**src/logic/cmcs_pkg.sv**
```systemverilog
// Purpose: shared constants for the message-center scheduler
// Assumes: 15 centers, 29-bit identifiers, word-indexed register port
// Notes: a center's control word sits at its own number, its id at 0x10 plus it
package cmcs_pkg;
   localparam int unsigned NUM_CENTERS = 15;
   localparam int unsigned ID_W = 29;
   localparam int unsigned DLC_W = 4;
   localparam int unsigned ADDR_W = 6;
   localparam int unsigned DATA_W = 32;
   localparam int unsigned CTL_W = 16;

   localparam logic [5:0] STATUS_OFS = 6'h00;
   localparam logic [5:0] ID_BASE = 6'h10;
   localparam logic [5:0] GMASK_OFS = 6'h20;
   localparam logic [5:0] C15MASK_OFS = 6'h21;

   // control word fields
   localparam int unsigned CB_DIR = 0;
   localparam int unsigned CB_INH = 1;
   localparam int unsigned CB_DU = 2;
   localparam int unsigned CB_RDY = 3;
   localparam int unsigned CB_TREQ = 4;
   localparam int unsigned CB_EXT = 5;
   localparam int unsigned CB_OVR = 6;
   localparam int unsigned CB_TIE = 7;
   localparam int unsigned CB_RIE = 8;
   localparam int unsigned CB_IRQ = 9;
   localparam int unsigned CB_MSK = 10;
   localparam int unsigned CB_XID = 11;
   localparam int unsigned CB_DLC = 12;

   // status word fields
   localparam int unsigned SB_TXS = 0;
   localparam int unsigned SB_RXS = 1;
   localparam int unsigned SB_OWE = 2;
   localparam int unsigned SB_ABD = 3;
   localparam int unsigned SB_CUR = 4;

   localparam logic [15:0] CTL_RST = 16'h0000;
   localparam logic [28:0] ID_RST = 29'h0000000;
   localparam logic [28:0] MASK_RST = 29'h1FFFFFFF;
   localparam logic [28:0] STD_ID_MASK = 29'h00007FF;
   localparam logic FLAG_RST = 1'h0;

   typedef enum logic [0:0] {
      CMCS_SCAN = 1'h0,
      CMCS_SEND = 1'h1
   } cmcs_state_t;
endpackage

```
**src/logic/cmcs_first.sv**
```systemverilog
// Purpose: lowest-numbered set request finder
// Assumes: request bit 1 is highest priority
// Notes: purely combinational
`timescale 1ns/100ps
module cmcs_first #(
   parameter int unsigned N = 15,
   parameter int unsigned IW = 4
) (
   input wire logic [N:1] req_in,
   output logic found_out,
   output logic [IW-1:0] idx_out
);
   always_comb begin
      found_out = 1'h0;
      idx_out = '0;
      // walk downward so the lowest set bit is the last one written
      for (int i = N; i >= 1; i--) begin
         if (req_in[i]) begin
            found_out = 1'h1;
            idx_out = IW'(i);
         end
      end
   end
endmodule

```
**src/logic/cmcs_sched.sv**
```systemverilog
// Purpose: CAN message-center transmit scan, receive acceptance, remote replies
// Assumes: frame engine on the same clock; tx_done_in pulses once per attempt
// Notes: data bytes live in the frame engine; this block steers control bits
//
// Local design decisions: strobed register access and the register addresses.
`timescale 1ns/100ps
// Notes on behaviour
// - transmit scan picks the lowest fully enabled center, transmit or remote-request.
// - selected center is sent; success clears its transmit request.
// - after any outcome the scan restarts from center 1.
// - data frames go to the first matching receive center only.
// - unread centers are overwritten by data frames only with overwrite enable, setting overrun.
// - center 15 is receive-only with one shadow slot; others do everything.
// - center 15 overrun reports shadow overwrites; read flags are live values.
// - shadow moves into center 15 once its updated and request flags clear.
// - while either is set, new frames fill shadow if overwrite enabled, else drop.
// - receive centers with ready and request send remote requests; inhibit ignored.
// - sent remote request clears request, sets tx success, maybe interrupt.
// - no remote request sending or handling while autobaud is on.
// - remote request matches ready centers, stores count, sets request and rx flags.
// - stored remote request interrupts only with receive interrupt enable.
// - transmit center hit sets request flags, replies when fully enabled.
// - reply sent sets tx success, clears both requests, maybe interrupts.
// - inhibited center still takes request and count but withholds reply.
// - reply waits for updated and no inhibit, then clears external request.
// - receive center hit stores count and external request, no transmit.
// - with masking only mask-one id bits are compared.
module cmcs_sched #(
   parameter int unsigned NC = cmcs_pkg::NUM_CENTERS
) (
   input wire logic clk_in,
   input wire logic rst_in,
   input wire logic [5:0] addr_in,
   input wire logic [31:0] wr_data_in,
   input wire logic wr_en_in,
   input wire logic rd_en_in,
   output logic [31:0] rd_data_out,
   output logic tx_req_out,
   output logic [3:0] tx_center_out,
   output logic tx_remote_out,
   output logic [28:0] tx_id_out,
   output logic tx_ext_out,
   output logic [3:0] tx_dlc_out,
   input wire logic tx_done_in,
   input wire logic tx_ok_in,
   input wire logic rx_valid_in,
   input wire logic [28:0] rx_id_in,
   input wire logic rx_ext_in,
   input wire logic rx_remote_in,
   input wire logic [3:0] rx_dlc_in,
   output logic rx_store_out,
   output logic [3:0] rx_center_out,
   output logic rx_shadow_out,
   output logic shadow_move_out,
   output logic [NC:1] center_irq_out
);
   logic [15:0] ctl_q [1:NC];
   logic [28:0] id_q [1:NC];
   logic [NC:1] du_v, ext_v, treq_v, tx_elig, rx_cand;
   logic tx_success_reg, rx_success_reg, overwrite_enable_reg, autobaud_reg;
   logic [28:0] gmask_reg, c15mask_reg;
   logic sh_valid_reg, sh_ext_reg, sh_remote_reg;
   logic [28:0] sh_id_reg;
   logic [3:0] sh_dlc_reg;
   cmcs_pkg::cmcs_state_t state_reg;
   logic tx_found, rx_found;
   logic [3:0] tx_idx, rx_idx;
   logic c15_busy, rx_hit, rx_drop, rx_to_shadow, rx_direct, move_now, tx_ok_ev;
   logic [31:0] rd_word;

   function automatic logic [NC:1] below(input logic [3:0] idx);
      logic [NC:1] m;
      m = '0;
      for (int k = 1; k <= NC; k++) begin
         if (4'(k) < idx) begin
            m[k] = 1'h1;
         end
      end
      return m;
   endfunction

   cmcs_first #(.N(NC), .IW(4)) u_tx_scan (
      .req_in(tx_elig),
      .found_out(tx_found),
      .idx_out(tx_idx)
   );

   cmcs_first #(.N(NC), .IW(4)) u_rx_scan (
      .req_in(rx_cand),
      .found_out(rx_found),
      .idx_out(rx_idx)
   );

   // shadow occupancy counts as busy so a live frame never jumps the queue
   assign c15_busy = du_v[NC] | ext_v[NC] | sh_valid_reg;
   assign rx_hit = rx_valid_in & rx_found;
   assign rx_drop = rx_hit & (rx_idx == 4'(NC)) & c15_busy & ~overwrite_enable_reg;
   assign rx_to_shadow = rx_hit & (rx_idx == 4'(NC)) & c15_busy & overwrite_enable_reg;
   assign rx_direct = rx_hit & ~rx_drop & ~rx_to_shadow;
   assign move_now = sh_valid_reg & ~du_v[NC] & ~ext_v[NC];
   assign tx_ok_ev = (state_reg == cmcs_pkg::CMCS_SEND) & tx_done_in & tx_ok_in;

   for (genvar g = 1; g <= NC; g++) begin : g_ctr
      localparam bit LAST = (g == NC);
      localparam logic [5:0] A_CTL = 6'(g);
      localparam logic [5:0] A_ID = cmcs_pkg::ID_BASE | 6'(g);
      logic [15:0] ctl_reg, ctl_next;
      logic [28:0] id_reg, effm, wmask;
      logic hit_me, sent_me;

      assign ctl_q[g] = ctl_reg;
      assign id_q[g] = id_reg;
      assign du_v[g] = ctl_reg[cmcs_pkg::CB_DU];
      assign ext_v[g] = ctl_reg[cmcs_pkg::CB_EXT];
      assign treq_v[g] = ctl_reg[cmcs_pkg::CB_TREQ];
      assign center_irq_out[g] = ctl_reg[cmcs_pkg::CB_IRQ];

      always_comb begin
         // mask-zero bits always match; center 15 also ands its own mask
         effm = cmcs_pkg::MASK_RST;
         if (ctl_reg[cmcs_pkg::CB_MSK]) begin
            effm = LAST ? (gmask_reg & c15mask_reg) : gmask_reg;
         end
         wmask = ctl_reg[cmcs_pkg::CB_XID] ? cmcs_pkg::MASK_RST : cmcs_pkg::STD_ID_MASK;
      end

      // transmit eligibility; the other party keeps ready low while editing
      always_comb begin
         tx_elig[g] = 1'h0;
         if (!LAST && ctl_reg[cmcs_pkg::CB_RDY] && ctl_reg[cmcs_pkg::CB_TREQ]) begin
            if (ctl_reg[cmcs_pkg::CB_DIR]) begin
               tx_elig[g] = ~ctl_reg[cmcs_pkg::CB_INH] & ctl_reg[cmcs_pkg::CB_DU]
                            & ~(ctl_reg[cmcs_pkg::CB_EXT] & autobaud_reg);
            end else begin
               tx_elig[g] = ~autobaud_reg;
            end
         end
      end

      always_comb begin
         rx_cand[g] = ctl_reg[cmcs_pkg::CB_RDY]
                      & (ctl_reg[cmcs_pkg::CB_XID] == rx_ext_in)
                      & ~|((rx_id_in ^ id_reg) & effm & wmask);
         if (rx_remote_in) begin
            rx_cand[g] = rx_cand[g] & ~autobaud_reg;
         end else begin
            rx_cand[g] = rx_cand[g] & ~ctl_reg[cmcs_pkg::CB_DIR]
                         & (LAST | ~ctl_reg[cmcs_pkg::CB_DU] | overwrite_enable_reg);
         end
      end

      assign hit_me = rx_direct & (rx_idx == 4'(g));
      assign sent_me = tx_ok_ev & (tx_center_out == 4'(g));

      always_comb begin
         ctl_next = ctl_reg;
         if (wr_en_in && addr_in == A_CTL) begin
            ctl_next = wr_data_in[15:0];
         end
         if (sent_me) begin
            ctl_next[cmcs_pkg::CB_TREQ] = 1'h0;
            if (ctl_reg[cmcs_pkg::CB_DIR]) begin
               ctl_next[cmcs_pkg::CB_EXT] = 1'h0;
            end
            if (ctl_reg[cmcs_pkg::CB_TIE]) begin
               ctl_next[cmcs_pkg::CB_IRQ] = 1'h1;
            end
         end
         // hardware sets come last so they beat a software clear
         if (hit_me) begin
            ctl_next[cmcs_pkg::CB_DLC +: 4] = rx_dlc_in;
            if (ctl_reg[cmcs_pkg::CB_RIE]) begin
               ctl_next[cmcs_pkg::CB_IRQ] = 1'h1;
            end
            if (rx_remote_in) begin
               ctl_next[cmcs_pkg::CB_EXT] = 1'h1;
               if (ctl_reg[cmcs_pkg::CB_DIR]) begin
                  ctl_next[cmcs_pkg::CB_TREQ] = 1'h1;
               end else begin
                  ctl_next[cmcs_pkg::CB_DU] = 1'h1;
               end
            end else begin
               ctl_next[cmcs_pkg::CB_DU] = 1'h1;
               if (ctl_reg[cmcs_pkg::CB_DU] && !LAST) begin
                  ctl_next[cmcs_pkg::CB_OVR] = 1'h1;
               end
            end
         end
         if (LAST) begin
            if (move_now) begin
               ctl_next[cmcs_pkg::CB_DU] = 1'h1;
               ctl_next[cmcs_pkg::CB_EXT] = sh_remote_reg;
               ctl_next[cmcs_pkg::CB_DLC +: 4] = sh_dlc_reg;
               ctl_next[cmcs_pkg::CB_XID] = sh_ext_reg;
               ctl_next[cmcs_pkg::CB_IRQ] = ctl_next[cmcs_pkg::CB_IRQ] | ctl_reg[cmcs_pkg::CB_RIE];
            end
            if (rx_to_shadow && sh_valid_reg && !move_now) begin
               ctl_next[cmcs_pkg::CB_OVR] = 1'h1;
            end
            ctl_next[cmcs_pkg::CB_DIR] = 1'h0;
            ctl_next[cmcs_pkg::CB_TREQ] = 1'h0;
         end
      end

      always_ff @(posedge clk_in or posedge rst_in) begin
         if (rst_in) begin
            ctl_reg <= cmcs_pkg::CTL_RST;
         end else begin
            ctl_reg <= ctl_next;
         end
      end

      always_ff @(posedge clk_in or posedge rst_in) begin
         if (rst_in) begin
            id_reg <= cmcs_pkg::ID_RST;
         end else if (hit_me) begin
            id_reg <= rx_id_in;
         end else if (LAST && move_now) begin
            id_reg <= sh_id_reg;
         end else if (wr_en_in && addr_in == A_ID) begin
            id_reg <= wr_data_in[28:0];
         end
      end
   end

   // global flags: software writes the value, hardware sets win
   always_ff @(posedge clk_in or posedge rst_in) begin
      if (rst_in) begin
         tx_success_reg <= cmcs_pkg::FLAG_RST;
         rx_success_reg <= cmcs_pkg::FLAG_RST;
         overwrite_enable_reg <= cmcs_pkg::FLAG_RST;
         autobaud_reg <= cmcs_pkg::FLAG_RST;
      end else begin
         if (wr_en_in && addr_in == cmcs_pkg::STATUS_OFS) begin
            tx_success_reg <= wr_data_in[cmcs_pkg::SB_TXS] | tx_ok_ev;
            rx_success_reg <= wr_data_in[cmcs_pkg::SB_RXS] | rx_direct | rx_to_shadow;
            overwrite_enable_reg <= wr_data_in[cmcs_pkg::SB_OWE];
            autobaud_reg <= wr_data_in[cmcs_pkg::SB_ABD];
         end else begin
            if (tx_ok_ev) begin
               tx_success_reg <= 1'h1;
            end
            if (rx_direct || rx_to_shadow) begin
               rx_success_reg <= 1'h1;
            end
         end
      end
   end

   always_ff @(posedge clk_in or posedge rst_in) begin
      if (rst_in) begin
         gmask_reg <= cmcs_pkg::MASK_RST;
         c15mask_reg <= cmcs_pkg::MASK_RST;
      end else if (wr_en_in) begin
         if (addr_in == cmcs_pkg::GMASK_OFS) begin
            gmask_reg <= wr_data_in[28:0];
         end
         if (addr_in == cmcs_pkg::C15MASK_OFS) begin
            c15mask_reg <= wr_data_in[28:0];
         end
      end
   end

   // one-slot shadow; a frame arriving during the move still lands here
   always_ff @(posedge clk_in or posedge rst_in) begin
      if (rst_in) begin
         sh_valid_reg <= 1'h0;
         sh_id_reg <= cmcs_pkg::ID_RST;
         sh_ext_reg <= 1'h0;
         sh_remote_reg <= 1'h0;
         sh_dlc_reg <= 4'h0;
      end else begin
         if (rx_to_shadow) begin
            sh_valid_reg <= 1'h1;
            sh_id_reg <= rx_id_in;
            sh_ext_reg <= rx_ext_in;
            sh_remote_reg <= rx_remote_in;
            sh_dlc_reg <= rx_dlc_in;
         end else if (move_now) begin
            sh_valid_reg <= 1'h0;
         end
      end
   end

   always_ff @(posedge clk_in or posedge rst_in) begin
      if (rst_in) begin
         rx_store_out <= 1'h0;
         rx_center_out <= 4'h0;
         rx_shadow_out <= 1'h0;
         shadow_move_out <= 1'h0;
      end else begin
         rx_store_out <= rx_direct | rx_to_shadow;
         rx_shadow_out <= rx_to_shadow;
         shadow_move_out <= move_now;
         if (rx_direct || rx_to_shadow) begin
            rx_center_out <= rx_idx;
         end
      end
   end

   // the scan only runs from the idle state, so every outcome restarts at 1
   always_ff @(posedge clk_in or posedge rst_in) begin
      if (rst_in) begin
         state_reg <= cmcs_pkg::CMCS_SCAN;
         tx_req_out <= 1'h0;
         tx_center_out <= 4'h0;
         tx_remote_out <= 1'h0;
         tx_id_out <= cmcs_pkg::ID_RST;
         tx_ext_out <= 1'h0;
         tx_dlc_out <= 4'h0;
      end else begin
         unique case (state_reg)
            cmcs_pkg::CMCS_SCAN: begin
               if (tx_found) begin
                  state_reg <= cmcs_pkg::CMCS_SEND;
                  tx_req_out <= 1'h1;
                  tx_center_out <= tx_idx;
                  tx_remote_out <= ~ctl_q[tx_idx][cmcs_pkg::CB_DIR];
                  tx_id_out <= id_q[tx_idx];
                  tx_ext_out <= ctl_q[tx_idx][cmcs_pkg::CB_XID];
                  tx_dlc_out <= ctl_q[tx_idx][cmcs_pkg::CB_DLC +: 4];
               end
            end
            cmcs_pkg::CMCS_SEND: begin
               if (tx_done_in) begin
                  state_reg <= cmcs_pkg::CMCS_SCAN;
                  tx_req_out <= 1'h0;
               end
            end
         endcase
      end
   end

   always_comb begin
      rd_word = 32'h00000000;
      if (addr_in == cmcs_pkg::STATUS_OFS) begin
         rd_word[cmcs_pkg::SB_TXS] = tx_success_reg;
         rd_word[cmcs_pkg::SB_RXS] = rx_success_reg;
         rd_word[cmcs_pkg::SB_OWE] = overwrite_enable_reg;
         rd_word[cmcs_pkg::SB_ABD] = autobaud_reg;
         rd_word[cmcs_pkg::SB_CUR +: 4] = tx_center_out;
      end
      if (addr_in == cmcs_pkg::GMASK_OFS) begin
         rd_word[28:0] = gmask_reg;
      end
      if (addr_in == cmcs_pkg::C15MASK_OFS) begin
         rd_word[28:0] = c15mask_reg;
      end
      for (int k = 1; k <= NC; k++) begin
         if (addr_in == 6'(k)) begin
            rd_word[15:0] = ctl_q[k];
         end
         if (addr_in == (cmcs_pkg::ID_BASE | 6'(k))) begin
            rd_word[28:0] = id_q[k];
         end
      end
   end

   always_ff @(posedge clk_in or posedge rst_in) begin
      if (rst_in) begin
         rd_data_out <= 32'h00000000;
      end else begin
         rd_data_out <= rd_en_in ? rd_word : 32'h00000000;
      end
   end
endmodule

```
**config.mk**
```make
export PLATFORM = sky130hd
export DESIGN_NAME = cmcs_sched
export DESIGN_NICKNAME = d
export VERILOG_FILES = /design/src/logic/cmcs_pkg.sv /design/src/logic/cmcs_first.sv /design/src/logic/cmcs_sched.sv
export SDC_FILE = /design/constraint.sdc
export NUM_CORES = 2
export LEC_CHECK = 0
export BUFFER_PORTS_ARGS = -buffer_cell sky130_fd_sc_hd__buf_2
export CAP_MARGIN = 25
export CORE_MARGIN = 2
export CORE_UTILIZATION = 50
export CTS_BUF_LIST = sky130_fd_sc_hd__clkbuf_4 sky130_fd_sc_hd__clkbuf_8 sky130_fd_sc_hd__clkbuf_16
export CTS_CLUSTER_SIZE = 16
export DETAILED_ROUTE_END_ITERATION = 7
export MAX_ROUTING_LAYER = met4
export PLACE_DENSITY_LB_ADDON = 0.2
export SYNTH_ARGS = -nofsm -noshare
export SYNTH_HDL_FRONTEND = slang
export SYNTH_SLANG_ARGS = --single-unit
```
**constraint.sdc**
```tcl
create_clock -name clk_in -period 24.1 [get_ports clk_in]
set_input_delay 1.205 -clock clk_in [delete_from_list [all_inputs] [get_ports clk_in]]
set_output_delay 1.205 -clock clk_in [all_outputs]
set_load 0.01 [all_outputs]
```
==> results by group <==
Global route
  • First-pass GRT wire length: 413000 µm
  • Vias in the first global route: 51.7k
  • GRT Residual Overflow: 0
  • Initial antenna violation count: 27
  • GRT Resource Usage Total: 50.9%
  • Largest net degree at the start of global routing: 147

CTS
  • Clock transition at path regs: 0.06 ns
  • H-Tree Depth: 3
  • Clock root buffer: clkbuf_16
  • Num CTS Buffers: 101
  • Clk sinks: 848
  • PostCTS Resize Cnt: 0
  • Setup Fix Bufs, Post-CTS: 0
  • Buffer depth of the longest clock path: 3
  • Worst skew pair latency: 0.77 ns
  • Hold-fix buffers at CTS: 0
  • CTS tree: yes

Timing
  • Fmax: 0.151 GHz
  • Max-slew violation count: 0
  • Setup-failing EPs final: 0
  • Final critical-path required period: 6.61 ns
  • Final Hold Viols: 0
  • RSZ-0062 raised after global routing: false
  • Final worst path period share: 27.4%
  • Setup TNS: 0 ns
  • Clk_skew: 0.0453 ns
  • Actual slew at the worst max-slew pin: 1.17 ns
  • Slew margin rel.: 21.0%

Final layout
  • Final Util: 55.4%
  • Share of cells above drive strength 1: 26.1%
  • Commonest cells after routing, fill and taps aside: 887 x mux2_2, 790 x dfrtp_1, 572 x o21ai_0
  • # nets final: 6093
  • Most common cell after layout, fill and taps aside: mux2_2
  • Max reg flops: 435
  • Synth-to-Final Area Change: 9.74%

Worst setup path
  • Reg2reg end: tx_id_out[12]$_DFFE_PP0P_
  • Setup crit end: tx_id_out[12]$_DFFE_PP0P_
  • WP data arrival: 7.27 ns
  • Buf/Inv on CP: 2
  • Critical path's slowest cell: o311ai_0
  • R2R depth: 12
  • Worst-path cell chain: nand2b_1 > a221oi_1 > nor3b_1 > o311ai_0 > a21boi_0 > o21ai_4 > buf_4 > buf_4 > o21ai_0 > and3_1 > a31oi_1 > a211o_1
  • Critical-path maximum fanout: 84
  • R2R Path Start: g_ctr[13].ctl_reg[0]$_DFFE_PP0P_
  • Req. time, crit path: 24.76 ns
  • Most frequent CP cell: buf_4
  • Crit Path Class: reg2reg
  • Worst setup startpoint: g_ctr[13].ctl_reg[0]$_DFFE_PP0P_
  • Crit path max-delay family: compound AO/OA/AOI/OAI gates
  • CP Depth: 12
  • Crit path launch type: flop
  • Max stage delay on crit path: 1.00 ns
  • Worst setup EP type: flop
  • R2r setup slk: 17.49 ns

Die
  • Chip width: 344 µm
  • Die area: 119000 µm²
  • Core ar.: 115000 µm²
  • I/O pin total: 174
  • Core Rows: 124
  • DIE HEIGHT: 344 µm
  • Initial Util: 50.5%

Detailed routing
  • # DRC: 0
  • Via count: 55.9k
  • Max Used Layer: met4
  • Wirelength per Cell: 39.2 µm
  • Final wirelength: 300000 µm
  • Routed wl met3: 45700 µm
  • Met2 wire length: 120000 µm
  • Post-Route M1 WL: 118000 µm
  • Vias/cell: 7.32
  • TritonRoute pass-1 iters: 8
  • DR iter-0 viols: 9630
  • ANT nets after route: 0

Run status
  • Status: finished, final reports clean

Synth
  • Post-synthesis average cell area: 9.33 µm²
  • Synth Register Bits: 848
  • Sequential share of the synthesized area: 36.8%
  • Post-synth EDFFs: 0
  • Netlist cell types: 85
  • Ys async rst share: 100%
  • Prevailing post-synth register cell: dfrtp_1
  • Mapped cell area: 57900 µm²
  • Post-Syn Instances: 6205
  • Synth warn: 0

Placed design
  • DP Wirelength: 212000 µm
  • Port Buf Inserts: 167
  • Routability cong.: 1.04

Flow run
  • Max Cap Viol: 0

Power and ir drop
  • VDD IR-drop max: 0.0702 mV
  • Leakage: 28.4 nW
  • Pwr per Cell Area: 82.6 nW/µm²

Hold path
  • Min-Delay Path Class: reg2reg
  • Hold depth: 2
==> cells by family (layout without fill, tap and decap cells) <==
| family | count (synthesis) | after routing | share of synthesized area, % |
|---|---|---|---|
| flops | 848 | 848 | 36.8 |
| xor+xnor | 446 | 446 | 6.74 |
| other cells | 1 | 24 | 0.00647 |
| simple gates | 1268 | 1268 | 10.6 |
| compound gates | 1840 | 1840 | 20.0 |
| buf+inv | 709 | 604 | 4.94 |
| mux | 1093 | 1093 | 21.0 |
==> metal layers <==
| layer | vias to the layer above | global-route usage [%] |
|---|---|---|
| met4 | 0 | 21.8 |
| met1 | 28100 | 67.8 |
| met2 | 4497 | 67.8 |
| met5 | - | - |
| li1 | 22400 | - |
| met3 | 893 | 19.9 |
==> synth_stat cells, types with 17 or more instances <==
cell type	number	area [µm²]
mux2_2	887	9990
nand4_1	54	338
buf_4	23	173
nand3_1	60	300
buf_2	45	225
mux2_4	17	255
a31oi_1	122	763
a221oi_1	58	508
xnor2_1	278	2430
o211ai_1	111	833
or4_1	29	218
buf_1	31	116
dfrtp_1	790	19800
o2111ai_1	18	158
nor4_1	31	194
a21boi_0	17	128
o221ai_1	58	508
a221o_1	21	210
nor2_1	177	664
nand2b_1	39	244
nand2_1	561	2110
a22o_1	22	193
o21ai_0	573	2870
clkbuf_1	539	2020
and3_1	47	294
a222oi_1	30	300
o22ai_1	132	826
a211o_1	43	377
a22oi_1	104	781
xor2_1	168	1470
nor3_1	27	135
a21oi_1	405	2030
nor2b_1	179	1120
a211oi_1	19	143
inv_1	60	225
mux2i_1	189	1890
dfstp_2	58	1520
==> where the power goes <==
part	switching (W)	leakage (nW)	internal, W
Clock	0.000705	1.86	0.00105
Sequential	0.000433	11.1	0.00165
Combinational	0.000897	15.5	0.000515
Total	0.00203	28.4	0.00322
==> final cells by class <==
| cell class | count | area [µm²] |
|---|---|---|
| fillers | 10500 | 51100 |
| multi-input cells | 4650 | 34000 |
| flip-flops and latches | 848 | 21300 |
| clock buffers | 143 | 3000 |
| repair buffers | 349 | 2320 |
| well taps | 1512 | 1890 |
| clock inverters | 49 | 761 |
| inverters | 63 | 240 |
| diodes | 21 | 52.6 |
==> stage by stage <==
step                      std cells  power [W]  hold slack [ns]  area [µm²]  setup slack, ns
after global routing           7632    0.00537            0.508       63600            17.61
after detailed placement       7418    0.00341            0.467       59700            17.06
after CTS                      7610    0.00515            0.481       63400            17.82
final                          7635    0.00525            0.479       63600            17.49
after floorplan                6207    0.00275            0.442       57900            11.29
after global placement         7414    0.00339            0.467       59600            17.09
==> worst min-delay path, cell delays in order (launching register included) <==
cell and delay (ns):
dfrtp_1 0.34, nand2_1 0.05, nand2_1 0.05
==> worst min path at each step <==
stage                                            startpoint                           endpoint  slack (ns)
after floorplan            g_ctr[15].ctl_reg[1]$_DFFE_PP0P_   g_ctr[15].ctl_reg[1]$_DFFE_PP0P_        0.44
after global placement    g_ctr[15].ctl_reg[10]$_DFFE_PP0P_  g_ctr[15].ctl_reg[10]$_DFFE_PP0P_        0.47
after detailed placement  g_ctr[15].ctl_reg[10]$_DFFE_PP0P_  g_ctr[15].ctl_reg[10]$_DFFE_PP0P_        0.47
after CTS                 g_ctr[15].ctl_reg[10]$_DFFE_PP0P_  g_ctr[15].ctl_reg[10]$_DFFE_PP0P_        0.48
after global routing      g_ctr[15].ctl_reg[10]$_DFFE_PP0P_  g_ctr[15].ctl_reg[10]$_DFFE_PP0P_        0.51
final                     g_ctr[15].ctl_reg[10]$_DFFE_PP0P_  g_ctr[15].ctl_reg[10]$_DFFE_PP0P_        0.48
(Power assumes the default switching activity.)
